==> src/hw/tile_pkg.sv <==
// Purpose: shared constants for the configurable logic tile
// Assumes: registers sit at word-aligned byte addresses on a 5-bit bus
// Notes:   field positions below index into the config registers
// ============================================================
// Notes on behaviour
// - each cell has lookup table, carry, storage
// - table output feeds tile output and storage
// - four cells in two identical slices
// - table may act as 16x1 synchronous RAM
// - slice tables combine: 16x2, 32x1, dual-port
// - table may act as 16-stage shift register
// - storage element is flip-flop or latch
// - storage data from table or direct input
// - init force loads configured initial state
// - inverse force loads complement of initial state
// - forces synchronous by default, optionally asynchronous
// - slice clock, enable and forces invertible and shared per slice
// - pair mux selects between slice table outputs
// - quad mux selects between pair mux outputs
// - one direct feedthrough path per cell
// - separate two-bit carry chain per slice
// - xor full adder plus multiplier and gate
// - carry path cascades tables into wide logic
// - two tristate drivers, own data and enable
package tile_pkg;
  // ============================================================
  // sizes
  localparam int NUM_SLICES = 2;
  localparam int CELLS_PER_SLICE = 2;
  localparam int NUM_CELLS = 4;
  localparam int LUT_INPUTS = 4;
  localparam int LUT_DEPTH = 16;
  localparam int CELL_FIELD_W = 8;
  localparam int SLICE_FIELD_W = 8;
  // ============================================================
  // register byte addresses
  localparam logic [4:0] TABLE_BASE = 5'h00;  // four tables, one word each
  localparam logic [4:0] CELL_CFG_ADDR = 5'h10;
  localparam logic [4:0] SLICE_CFG_ADDR = 5'h14;
  localparam logic [4:0] STATUS_ADDR = 5'h18;
  // ============================================================
  // per-cell config field positions
  localparam int MODE_LSB = 0;    // two bits, lut_mode_t
  localparam int LATCH_BIT = 2;   // 1 = latch, 0 = flip-flop
  localparam int BYPASS_BIT = 3;  // 1 = direct input feeds storage
  localparam int INIT_BIT = 4;    // configured initial state
  localparam int GEN_LSB = 5;     // two bits, gen_t
  // per-slice config field positions
  localparam int COMBINE_LSB = 0; // two bits, combine_t
  localparam int ASYNC_BIT = 2;
  localparam int CLK_INV_BIT = 3;
  localparam int CE_INV_BIT = 4;
  localparam int INIT_INV_BIT = 5;
  localparam int INVERSE_INV_BIT = 6;
  // ============================================================
  // reset values
  localparam logic [15:0] TABLE_RESET = 16'h0000;
  localparam logic [31:0] CELL_CFG_RESET = 32'h0000_0000;
  localparam logic [15:0] SLICE_CFG_RESET = 16'h0000;
  // ============================================================
  // modes
  typedef enum logic [1:0] {
    LUT_LOGIC = 2'b00, LUT_RAM = 2'b01, LUT_SHIFT = 2'b10
  } lut_mode_t;
  typedef enum logic [1:0] {
    COMB_SEPARATE = 2'b00, COMB_16X2 = 2'b01, COMB_32X1 = 2'b10, COMB_DUAL = 2'b11
  } combine_t;
  typedef enum logic [1:0] {
    GEN_OPERAND = 2'b00, GEN_AND = 2'b01, GEN_CASCADE = 2'b10
  } gen_t;
endpackage

==> src/hw/logic_tile.sv <==
// Purpose: one configurable logic tile of four cells in two slices
// Assumes: fabric inputs share CLOCK; slice clocks are sampled levels
// Notes:   lookup, mux, carry and bus outputs are combinational paths
`timescale 1ns/1ns
module logic_tile (
  // system
  input  wire logic        CLOCK,
  input  wire logic        ARST_N,
  // register port
  input  wire logic [4:0]  REG_ADDR,
  input  wire logic [31:0] REG_WDATA,
  input  wire logic        REG_WR,
  input  wire logic        REG_RD,
  output logic      [31:0] REG_RDATA,
  // per-cell fabric inputs
  input  wire logic [15:0] CELL_IN,
  input  wire logic [3:0]  DIRECT_IN,
  input  wire logic [3:0]  FEED_IN,
  // per-slice and tile controls
  input  wire logic [1:0]  SLICE_CLK,
  input  wire logic [1:0]  SLICE_CE,
  input  wire logic [1:0]  INIT_FORCE,
  input  wire logic [1:0]  INVERSE_FORCE,
  input  wire logic [1:0]  WRITE_EN,
  input  wire logic [1:0]  PAIR_SEL,
  input  wire logic        QUAD_SEL,
  input  wire logic [1:0]  CARRY_IN,
  // tristate driver inputs
  input  wire logic [1:0]  TBUF_IN,
  input  wire logic [1:0]  TBUF_EN,
  // per-cell outputs
  output logic      [3:0]  LUT_OUT,
  output logic      [3:0]  STORE_OUT,
  output logic      [3:0]  SUM_OUT,
  output logic      [3:0]  PRODUCT_OUT,
  output logic      [3:0]  FEED_OUT,
  // per-slice and tile outputs
  output logic      [1:0]  PAIR_OUT,
  output logic             QUAD_OUT,
  output logic      [1:0]  CARRY_OUT,
  // tristate bus pins
  output logic      [1:0]  TBUS_OUT,
  output logic      [1:0]  TBUS_OE
);
  // ============================================================
  // configuration state
  logic [15:0] table_q [tile_pkg::NUM_CELLS];  // truth table or ram/shift bits
  logic [31:0] cell_cfg;                       // one byte per cell
  logic [15:0] slice_cfg;                      // one byte per slice
  logic [3:0]  store_q;                        // storage elements

  // slice clock sampling: sync pair plus history
  logic [1:0] clk_meta;                        // first stage, read only by clk_sync
  logic [1:0] clk_sync;
  logic [1:0] clk_prev;

  // decoded per-slice controls after polarity option
  logic [1:0] clk_level;
  logic [1:0] clk_edge;
  logic [1:0] ce_act;
  logic [1:0] init_act;
  logic [1:0] inverse_act;
  logic [1:0] async_mode;
  logic [1:0] combine [tile_pkg::NUM_SLICES];

  // decoded per-cell fields
  logic [1:0] mode   [tile_pkg::NUM_CELLS];
  logic [3:0] rd_addr [tile_pkg::NUM_CELLS];
  logic [3:0] wr_addr [tile_pkg::NUM_CELLS];
  logic [3:0] wr_data;
  logic [3:0] ram_we;
  logic [3:0] lut_val;
  logic [3:0] store_d;

  // ============================================================
  // slice control decode
  always_comb begin
    for (int s = 0; s < tile_pkg::NUM_SLICES; s++) begin
      async_mode[s]  = slice_cfg[s*tile_pkg::SLICE_FIELD_W + tile_pkg::ASYNC_BIT];
      combine[s]     = slice_cfg[s*tile_pkg::SLICE_FIELD_W + tile_pkg::COMBINE_LSB +: 2];
      // each control gets its own inversion bit, shared by both cells
      clk_level[s]   = clk_sync[s] ^
                       slice_cfg[s*tile_pkg::SLICE_FIELD_W + tile_pkg::CLK_INV_BIT];
      clk_edge[s]    = clk_level[s] &
                       ~(clk_prev[s] ^
                         slice_cfg[s*tile_pkg::SLICE_FIELD_W + tile_pkg::CLK_INV_BIT]);
      ce_act[s]      = SLICE_CE[s] ^
                       slice_cfg[s*tile_pkg::SLICE_FIELD_W + tile_pkg::CE_INV_BIT];
      init_act[s]    = INIT_FORCE[s] ^
                       slice_cfg[s*tile_pkg::SLICE_FIELD_W + tile_pkg::INIT_INV_BIT];
      inverse_act[s] = INVERSE_FORCE[s] ^
                       slice_cfg[s*tile_pkg::SLICE_FIELD_W + tile_pkg::INVERSE_INV_BIT];
    end
  end

  // ============================================================
  // slice clock synchroniser; edges seen on the second stage only
  always_ff @(posedge CLOCK or negedge ARST_N) begin
    if (!ARST_N) begin
      clk_meta <= 2'h0;
      clk_sync <= 2'h0;
      clk_prev <= 2'h0;
    end else begin
      clk_meta <= SLICE_CLK;
      clk_sync <= clk_meta;
      clk_prev <= clk_sync;
    end
  end

  // ============================================================
  // table addressing for the ram combinations
  always_comb begin
    for (int c = 0; c < tile_pkg::NUM_CELLS; c++) begin
      int s;
      int e;
      s = c / tile_pkg::CELLS_PER_SLICE;
      e = s * tile_pkg::CELLS_PER_SLICE;   // even cell of the slice
      mode[c]    = cell_cfg[c*tile_pkg::CELL_FIELD_W + tile_pkg::MODE_LSB +: 2];
      rd_addr[c] = CELL_IN[c*tile_pkg::LUT_INPUTS +: 4];
      wr_addr[c] = CELL_IN[c*tile_pkg::LUT_INPUTS +: 4];
      wr_data[c] = DIRECT_IN[c];
      ram_we[c]  = WRITE_EN[s] && (mode[c] == tile_pkg::LUT_RAM);
      if (c != e && mode[c] == tile_pkg::LUT_RAM) begin
        if (combine[s] == tile_pkg::COMB_16X2) begin
          // both bits share one address, each its own data
          rd_addr[c] = CELL_IN[e*tile_pkg::LUT_INPUTS +: 4];
          wr_addr[c] = CELL_IN[e*tile_pkg::LUT_INPUTS +: 4];
        end else if (combine[s] == tile_pkg::COMB_DUAL) begin
          // odd table mirrors writes, read address stays its own
          wr_addr[c] = CELL_IN[e*tile_pkg::LUT_INPUTS +: 4];
          wr_data[c] = DIRECT_IN[e];
        end else if (combine[s] == tile_pkg::COMB_32X1) begin
          // odd table is the upper half of one 32-deep word, same address both ways
          rd_addr[c] = CELL_IN[e*tile_pkg::LUT_INPUTS +: 4];
          wr_addr[c] = CELL_IN[e*tile_pkg::LUT_INPUTS +: 4];
          wr_data[c] = DIRECT_IN[e];
        end
      end
      // in 32x1 the pair select is the fifth address bit
      if (mode[c] == tile_pkg::LUT_RAM && combine[s] == tile_pkg::COMB_32X1) begin
        ram_we[c] = WRITE_EN[s] && (PAIR_SEL[s] == (c != e));
      end
    end
  end

  // ============================================================
  // table contents: bus load, ram write or shift
  always_ff @(posedge CLOCK or negedge ARST_N) begin
    if (!ARST_N) begin
      for (int c = 0; c < tile_pkg::NUM_CELLS; c++) begin
        table_q[c] <= tile_pkg::TABLE_RESET;
      end
    end else begin
      for (int c = 0; c < tile_pkg::NUM_CELLS; c++) begin
        if (REG_WR && REG_ADDR == tile_pkg::TABLE_BASE + 5'(c*4)) begin
          // a bus load beats fabric activity in the same cycle
          table_q[c] <= REG_WDATA[15:0];
        end else if (clk_edge[c/2] && ram_we[c]) begin
          table_q[c][wr_addr[c]] <= wr_data[c];
        end else if (clk_edge[c/2] && ce_act[c/2] && mode[c] == tile_pkg::LUT_SHIFT) begin
          table_q[c] <= {table_q[c][14:0], DIRECT_IN[c]};
        end
      end
    end
  end

  // ============================================================
  // lookup read: logic, ram read and shift tap all index the table
  always_comb begin
    for (int c = 0; c < tile_pkg::NUM_CELLS; c++) begin
      lut_val[c] = table_q[c][rd_addr[c]];
      // storage takes the table output unless bypass is chosen
      store_d[c] = cell_cfg[c*tile_pkg::CELL_FIELD_W + tile_pkg::BYPASS_BIT] ?
                   DIRECT_IN[c] : lut_val[c];
    end
  end

  assign LUT_OUT = lut_val;

  // ============================================================
  // storage elements: flip-flop or latch with forces
  always_ff @(posedge CLOCK or negedge ARST_N) begin
    if (!ARST_N) begin
      store_q <= 4'h0;
    end else begin
      for (int c = 0; c < tile_pkg::NUM_CELLS; c++) begin
        logic init_v;
        logic latch_v;
        init_v  = cell_cfg[c*tile_pkg::CELL_FIELD_W + tile_pkg::INIT_BIT];
        latch_v = cell_cfg[c*tile_pkg::CELL_FIELD_W + tile_pkg::LATCH_BIT];
        if (async_mode[c/2] && init_act[c/2]) begin
          store_q[c] <= init_v;
        end else if (async_mode[c/2] && inverse_act[c/2]) begin
          store_q[c] <= ~init_v;
        end else if (latch_v ? clk_level[c/2] : clk_edge[c/2]) begin
          // latch is open while the level is active, ff acts on the edge
          if (!async_mode[c/2] && init_act[c/2]) begin
            store_q[c] <= init_v;
          end else if (!async_mode[c/2] && inverse_act[c/2]) begin
            store_q[c] <= ~init_v;
          end else if (ce_act[c/2]) begin
            store_q[c] <= store_d[c];
          end
        end
      end
    end
  end

  assign STORE_OUT = store_q;

  // ============================================================
  // wide function muxes
  always_comb begin
    for (int s = 0; s < tile_pkg::NUM_SLICES; s++) begin
      // select picks the odd table when high
      PAIR_OUT[s] = PAIR_SEL[s] ? lut_val[2*s+1] : lut_val[2*s];
    end
  end

  assign QUAD_OUT = QUAD_SEL ? PAIR_OUT[1] : PAIR_OUT[0];

  // ============================================================
  // carry chains, one per slice, two bits each
  always_comb begin
    for (int s = 0; s < tile_pkg::NUM_SLICES; s++) begin
      logic cy;
      cy = CARRY_IN[s];  // chains never cross slices
      for (int k = 0; k < tile_pkg::CELLS_PER_SLICE; k++) begin
        int c;
        logic gen;
        gen = 1'b0;
        c = s * tile_pkg::CELLS_PER_SLICE + k;
        PRODUCT_OUT[c] = CELL_IN[c*4] & CELL_IN[c*4+1];
        SUM_OUT[c] = lut_val[c] ^ cy;
        case (cell_cfg[c*tile_pkg::CELL_FIELD_W + tile_pkg::GEN_LSB +: 2])
          tile_pkg::GEN_AND: gen = PRODUCT_OUT[c];
          // zero generate turns the chain into a wide and
          tile_pkg::GEN_CASCADE: gen = 1'b0;
          default: gen = CELL_IN[c*4];
        endcase
        // propagate when the table says so, else generate
        cy = lut_val[c] ? cy : gen;
      end
      CARRY_OUT[s] = cy;
    end
  end

  // ============================================================
  // feedthrough and tristate drivers
  assign FEED_OUT = FEED_IN;
  // data and enable are independent per driver
  assign TBUS_OUT = TBUF_IN;
  assign TBUS_OE  = TBUF_EN;

  // ============================================================
  // config register writes
  always_ff @(posedge CLOCK or negedge ARST_N) begin
    if (!ARST_N) begin
      cell_cfg <= tile_pkg::CELL_CFG_RESET;
    end else if (REG_WR && REG_ADDR == tile_pkg::CELL_CFG_ADDR) begin
      cell_cfg <= REG_WDATA;
    end
  end

  always_ff @(posedge CLOCK or negedge ARST_N) begin
    if (!ARST_N) begin
      slice_cfg <= tile_pkg::SLICE_CFG_RESET;
    end else if (REG_WR && REG_ADDR == tile_pkg::SLICE_CFG_ADDR) begin
      slice_cfg <= REG_WDATA[15:0];
    end
  end

  // ============================================================
  // register read, answered one cycle later; unmapped reads zero
  always_ff @(posedge CLOCK or negedge ARST_N) begin
    if (!ARST_N) begin
      REG_RDATA <= 32'h0000_0000;
    end else if (!REG_RD) begin
      REG_RDATA <= 32'h0000_0000;
    end else if (REG_ADDR < tile_pkg::CELL_CFG_ADDR && REG_ADDR[1:0] == 2'h0) begin
      REG_RDATA <= {16'h0000, table_q[REG_ADDR[3:2]]};
    end else if (REG_ADDR == tile_pkg::CELL_CFG_ADDR) begin
      REG_RDATA <= cell_cfg;
    end else if (REG_ADDR == tile_pkg::SLICE_CFG_ADDR) begin
      REG_RDATA <= {16'h0000, slice_cfg};
    end else if (REG_ADDR == tile_pkg::STATUS_ADDR) begin
      // live tile state: storage, table outputs, muxes, carries
      REG_RDATA <= {19'h00000, CARRY_OUT, QUAD_OUT, PAIR_OUT, lut_val, store_q};
    end else begin
      REG_RDATA <= 32'h0000_0000;
    end
  end

endmodule

==> config.mk <==
export PLATFORM = sky130hd
export DESIGN_NAME = logic_tile
export DESIGN_NICKNAME = d
export VERILOG_FILES = /design/src/hw/tile_pkg.sv /design/src/hw/logic_tile.sv
export SDC_FILE = /design/constraint.sdc
export NUM_CORES = 1
export LEC_CHECK = 0
export ABC_AREA = 1
export BUFFER_PORTS_ARGS = -buffer_cell sky130_fd_sc_hd__buf_2
export CORE_ASPECT_RATIO = 1.4
export CORE_UTILIZATION = 30
export CTS_BUF_LIST = sky130_fd_sc_hd__clkbuf_8
export CTS_CLUSTER_DIAMETER = 120
export DETAILED_ROUTE_END_ITERATION = 12
export PLACE_DENSITY_LB_ADDON = 0.2
export SLEW_MARGIN = 0
export SYNTH_ARGS = -nofsm -noshare
export SYNTH_HDL_FRONTEND = slang
export SYNTH_SLANG_ARGS = --single-unit
==> constraint.sdc <==
create_clock -name CLOCK -period 5.2 [get_ports CLOCK]
set_input_delay 1.04 -clock CLOCK [delete_from_list [all_inputs] [get_ports CLOCK]]
set_output_delay 1.04 -clock CLOCK [all_outputs]
set_load 0.02 [all_outputs]
==> flow_summary.yaml <==
finish:
  nets: 1607
  areaGrowthSynthToFinish_pct: 13.9
  final_util_pct: 34.8
  fill_cells: 3634
  drive_above_1_share_pct: 17.1
routing:
  wl_per_cell_um: 20.3
  dr_total_vias: 10300
  avgViaCountPerCell: 5.20
  drt-total-wl_mm: 40.0
  route.detailed.drc: 0
  ant_nets: 0
  dr.pass1.iters: 6
  drt_iter0_markers: 856
job:
  drv_cap: 0
logic_synthesis:
  syn_area_sq_um: 9970
  yosysMostFrequentCell: "nand2_1"
  synth_warnings: 0
  synth_area_per_cell_sq_um: 7.05
  syn_inst: 1413
  synth_top_area_cell: "dfrtp_1"
  synth_ff_type: "dfrtp_1"
  synth_area_leaders: "dfrtp_1 (39%), nand2_1 (9.8%), nor2_1 (7.5%)"
  ys_seq_area_share_pct: 38.7
  yosysUniqueCellTypes: 48
  syn-num-nets: 1501
  synthArstFlopShare_pct: 100
  synth_edf_count: 0
  synth_common_cells: "nand2_1 (259), nor2_1 (200), inv_1 (183)"
  synth_top_area_share_pct: 38.7
  ys_ff_latch: 154
worst_setup_path:
  worstSetupPathType: "in2out"
  slowest_stage: "inv_1"
  worstSetupStartpointType: "input pin"
  cp_cell_sequence: "buf_2 -> inv_1 -> nor2_1 -> inv_1 -> o22ai_1 -> o21ai_0 -> nand2_1 -> inv_1 -> nand2_1 -> nand2_1 -> nand3_1 -> and2_1 -> buf_2"
  crit_path_max_incr_delay_ns: 0.23
  arrival_ns: 2.87
  critPathBufInv: 5
  crit_family: "simple AND/OR/NAND/NOR gates"
  required_ns: 4.16
  cp_max_fo: 8
  worst_setup_path_end_kind: "primary output"
floorplanning:
  num_rows: 78
  start_util_pct: 30.6
  die_x_um: 156
  coreArea_sq_um: 32600
  die_h_um: 218
  io_pins: 145
  dieArea_sq_um: 34000
clock_tree:
  numCtsBuffers: 17
  htree_levels: 4
  hold_buffers: 0
  clk-insertion-delay-late_ns: 0.51
  tritoncts: "yes"
  path_clk_slew_ns: 0.09
  clockBufferDepth: 2
  cts_num_sinks: 154
  post_cts_buffers: 0
  cts_resized: 0
  root_buffer: "clkbuf_8"
sta:
  worst_pin_slew_ns: 1.13
  finalSetupTns_ns: 0
  setup_viol: 0
  max_freq_mhz: 256
  worst_slack_ns: 1.29
  timing.slew.headroom_pct: 24.3
  rsz0062_at_grt: "false"
  final.setup_skew_ns: 0.0135
  holdWs_ns: 0.355
  finalMaxSlewViolations: 0
  period_share_pct: 75.2
  hold_violations: 0
  fin_crit_ns: 3.91
hold_path:
  hold_path.class: "reg2reg"
global_route:
  antenna_found_initial: 1
  grt_max_degree: 81
  grt_usage_pct: 24.2
  grt_pass1_wl_mm: 60.2
  grt_overflow_total: 0
  grt_pass1_vias: 9824
placed_design:
  place_ws_ns: 1.33
  portBuffers: 128
  hpwl_mm: 30.9
  place.gp.congestion: 0.923
power:
  ir_drop_uv: 125
  power.density_nw_per_um2: 384
  p_leak_uw: 0.00565
run_status:
  status: "completed"
[power breakdown]
part / switching (uW) / internal, uW
Clock: 500 / 396
Combinational: 1040 / 536
Sequential: 395 / 1500
[layout by cell type, fill, tap and decap left out, types with 3 or more instances in the layout]
| cell type | netlist | routed |
|---|---|---|
| nor2_2 | 12 | 12 |
| a21oi_1 | 75 | 75 |
| nor2_4 | 5 | 5 |
| nand2_1 | 259 | 258 |
| inv_1 | 183 | 186 |
| a22oi_1 | 16 | 16 |
| clkbuf_8 | 0 | 19 |
| inv_2 | 36 | 36 |
| buf_2 | 15 | 127 |
| buf_4 | 9 | 6 |
| clkinvlp_4 | 0 | 6 |
| nand3_1 | 72 | 72 |
| a41oi_1 | 16 | 16 |
| or2_2 | 5 | 5 |
| a221oi_1 | 9 | 9 |
| o21ai_2 | 11 | 11 |
| ha_1 | 4 | 4 |
| a211oi_1 | 25 | 25 |
| xnor2_1 | 4 | 4 |
| o21ai_0 | 113 | 113 |
| nand3_2 | 3 | 3 |
| o22ai_1 | 58 | 58 |
| nor3_1 | 19 | 19 |
| a31oi_1 | 23 | 23 |
| nand4_1 | 5 | 5 |
| nand2_4 | 6 | 6 |
| dfrtp_1 | 154 | 154 |
| nand2_2 | 11 | 12 |
| o21a_1 | 6 | 6 |
| o21ai_1 | 13 | 13 |
| o211ai_1 | 3 | 3 |
| nor2_1 | 200 | 200 |
[kinds of logic after synthesis]
logic type	count (synthesis)	share of synthesized area, %
XOR/XNOR	6	0.527
adder cells (fa/ha/maj)	4	0.502
AND/OR/NAND/NOR	602	26.1
flip-flops	154	38.7
AO/OA/AOI/OAI	381	23.7
buffers and inverters	266	10.5
[final cells by class]
type | count | area, sq um | share of cell area [%]
timing repair buffer | 134 | 692 | 6.10
multi-input combinational | 993 | 5060 | 44.6
antenna | 1 | 2.50 | 0.0220
inverter | 219 | 822 | 7.24
clock buffer | 19 | 262 | 2.30
tap | 440 | 551 | 4.85
clock inverter | 13 | 105 | 0.926
sequential | 154 | 3850 | 34.0
[flip-flops by register name, indices dropped and copies added, names as in the netlist]
register / flops
STORE_OUT: 4
cell_cfg: 32
clk_prev: 2
slice_cfg: 16
clk_sync: 2
clk_meta: 2
table_q: 64
REG_RDATA: 32
[metrics by stage]
step / instance area (sq um) / instances / power [uW]
after CTS: 11300 / 1972 / 4370
after global routing: 11400 / 1973 / 4620
after global placement: 11000 / 1940 / 3460
after detailed placement: 11000 / 1940 / 3470
final: 11400 / 1973 / 4360
after floorplan: 9970 / 1413 / 2800
[layer usage]
metal  vias up  track usage, %  part of all wire, %
met5         -               0                    0
met4         0            14.4                  5.3
met3        86            2.86                  5.2
met2       379            40.7                   49
met1      4870            29.4                   41
li1       4918               -                    -
[path summary, 6_finish.rpt]
kind	start	to	slack [ns]	cells after the start
worst max-delay path	CELL_IN[0]	QUAD_OUT	1.29	13
worst min-delay path	clk_meta[0]	clk_sync[0]	0.35	0
max in group asynchronous	ARST_N	table_q[24]	3.50	2
worst min register to register	clk_meta[0]	clk_sync[0]	0.35	0
min in group asynchronous	ARST_N	table_q[56]	0.58	1
worst max register to register	slice_cfg[0]	table_q[33]	2.23	8
[worst register-to-register path, stage by stage, from the launching register on]
cell	delay [ns]
dfrtp_1	0.44
inv_1	0.12
nand2_1	0.08
o2111ai_2	0.66
nand2_1	0.36
a31oi_2	0.84
nor2_1	0.15
nor2_1	0.14
a41oi_1	0.05
Power figures use the tool's default switching activity.
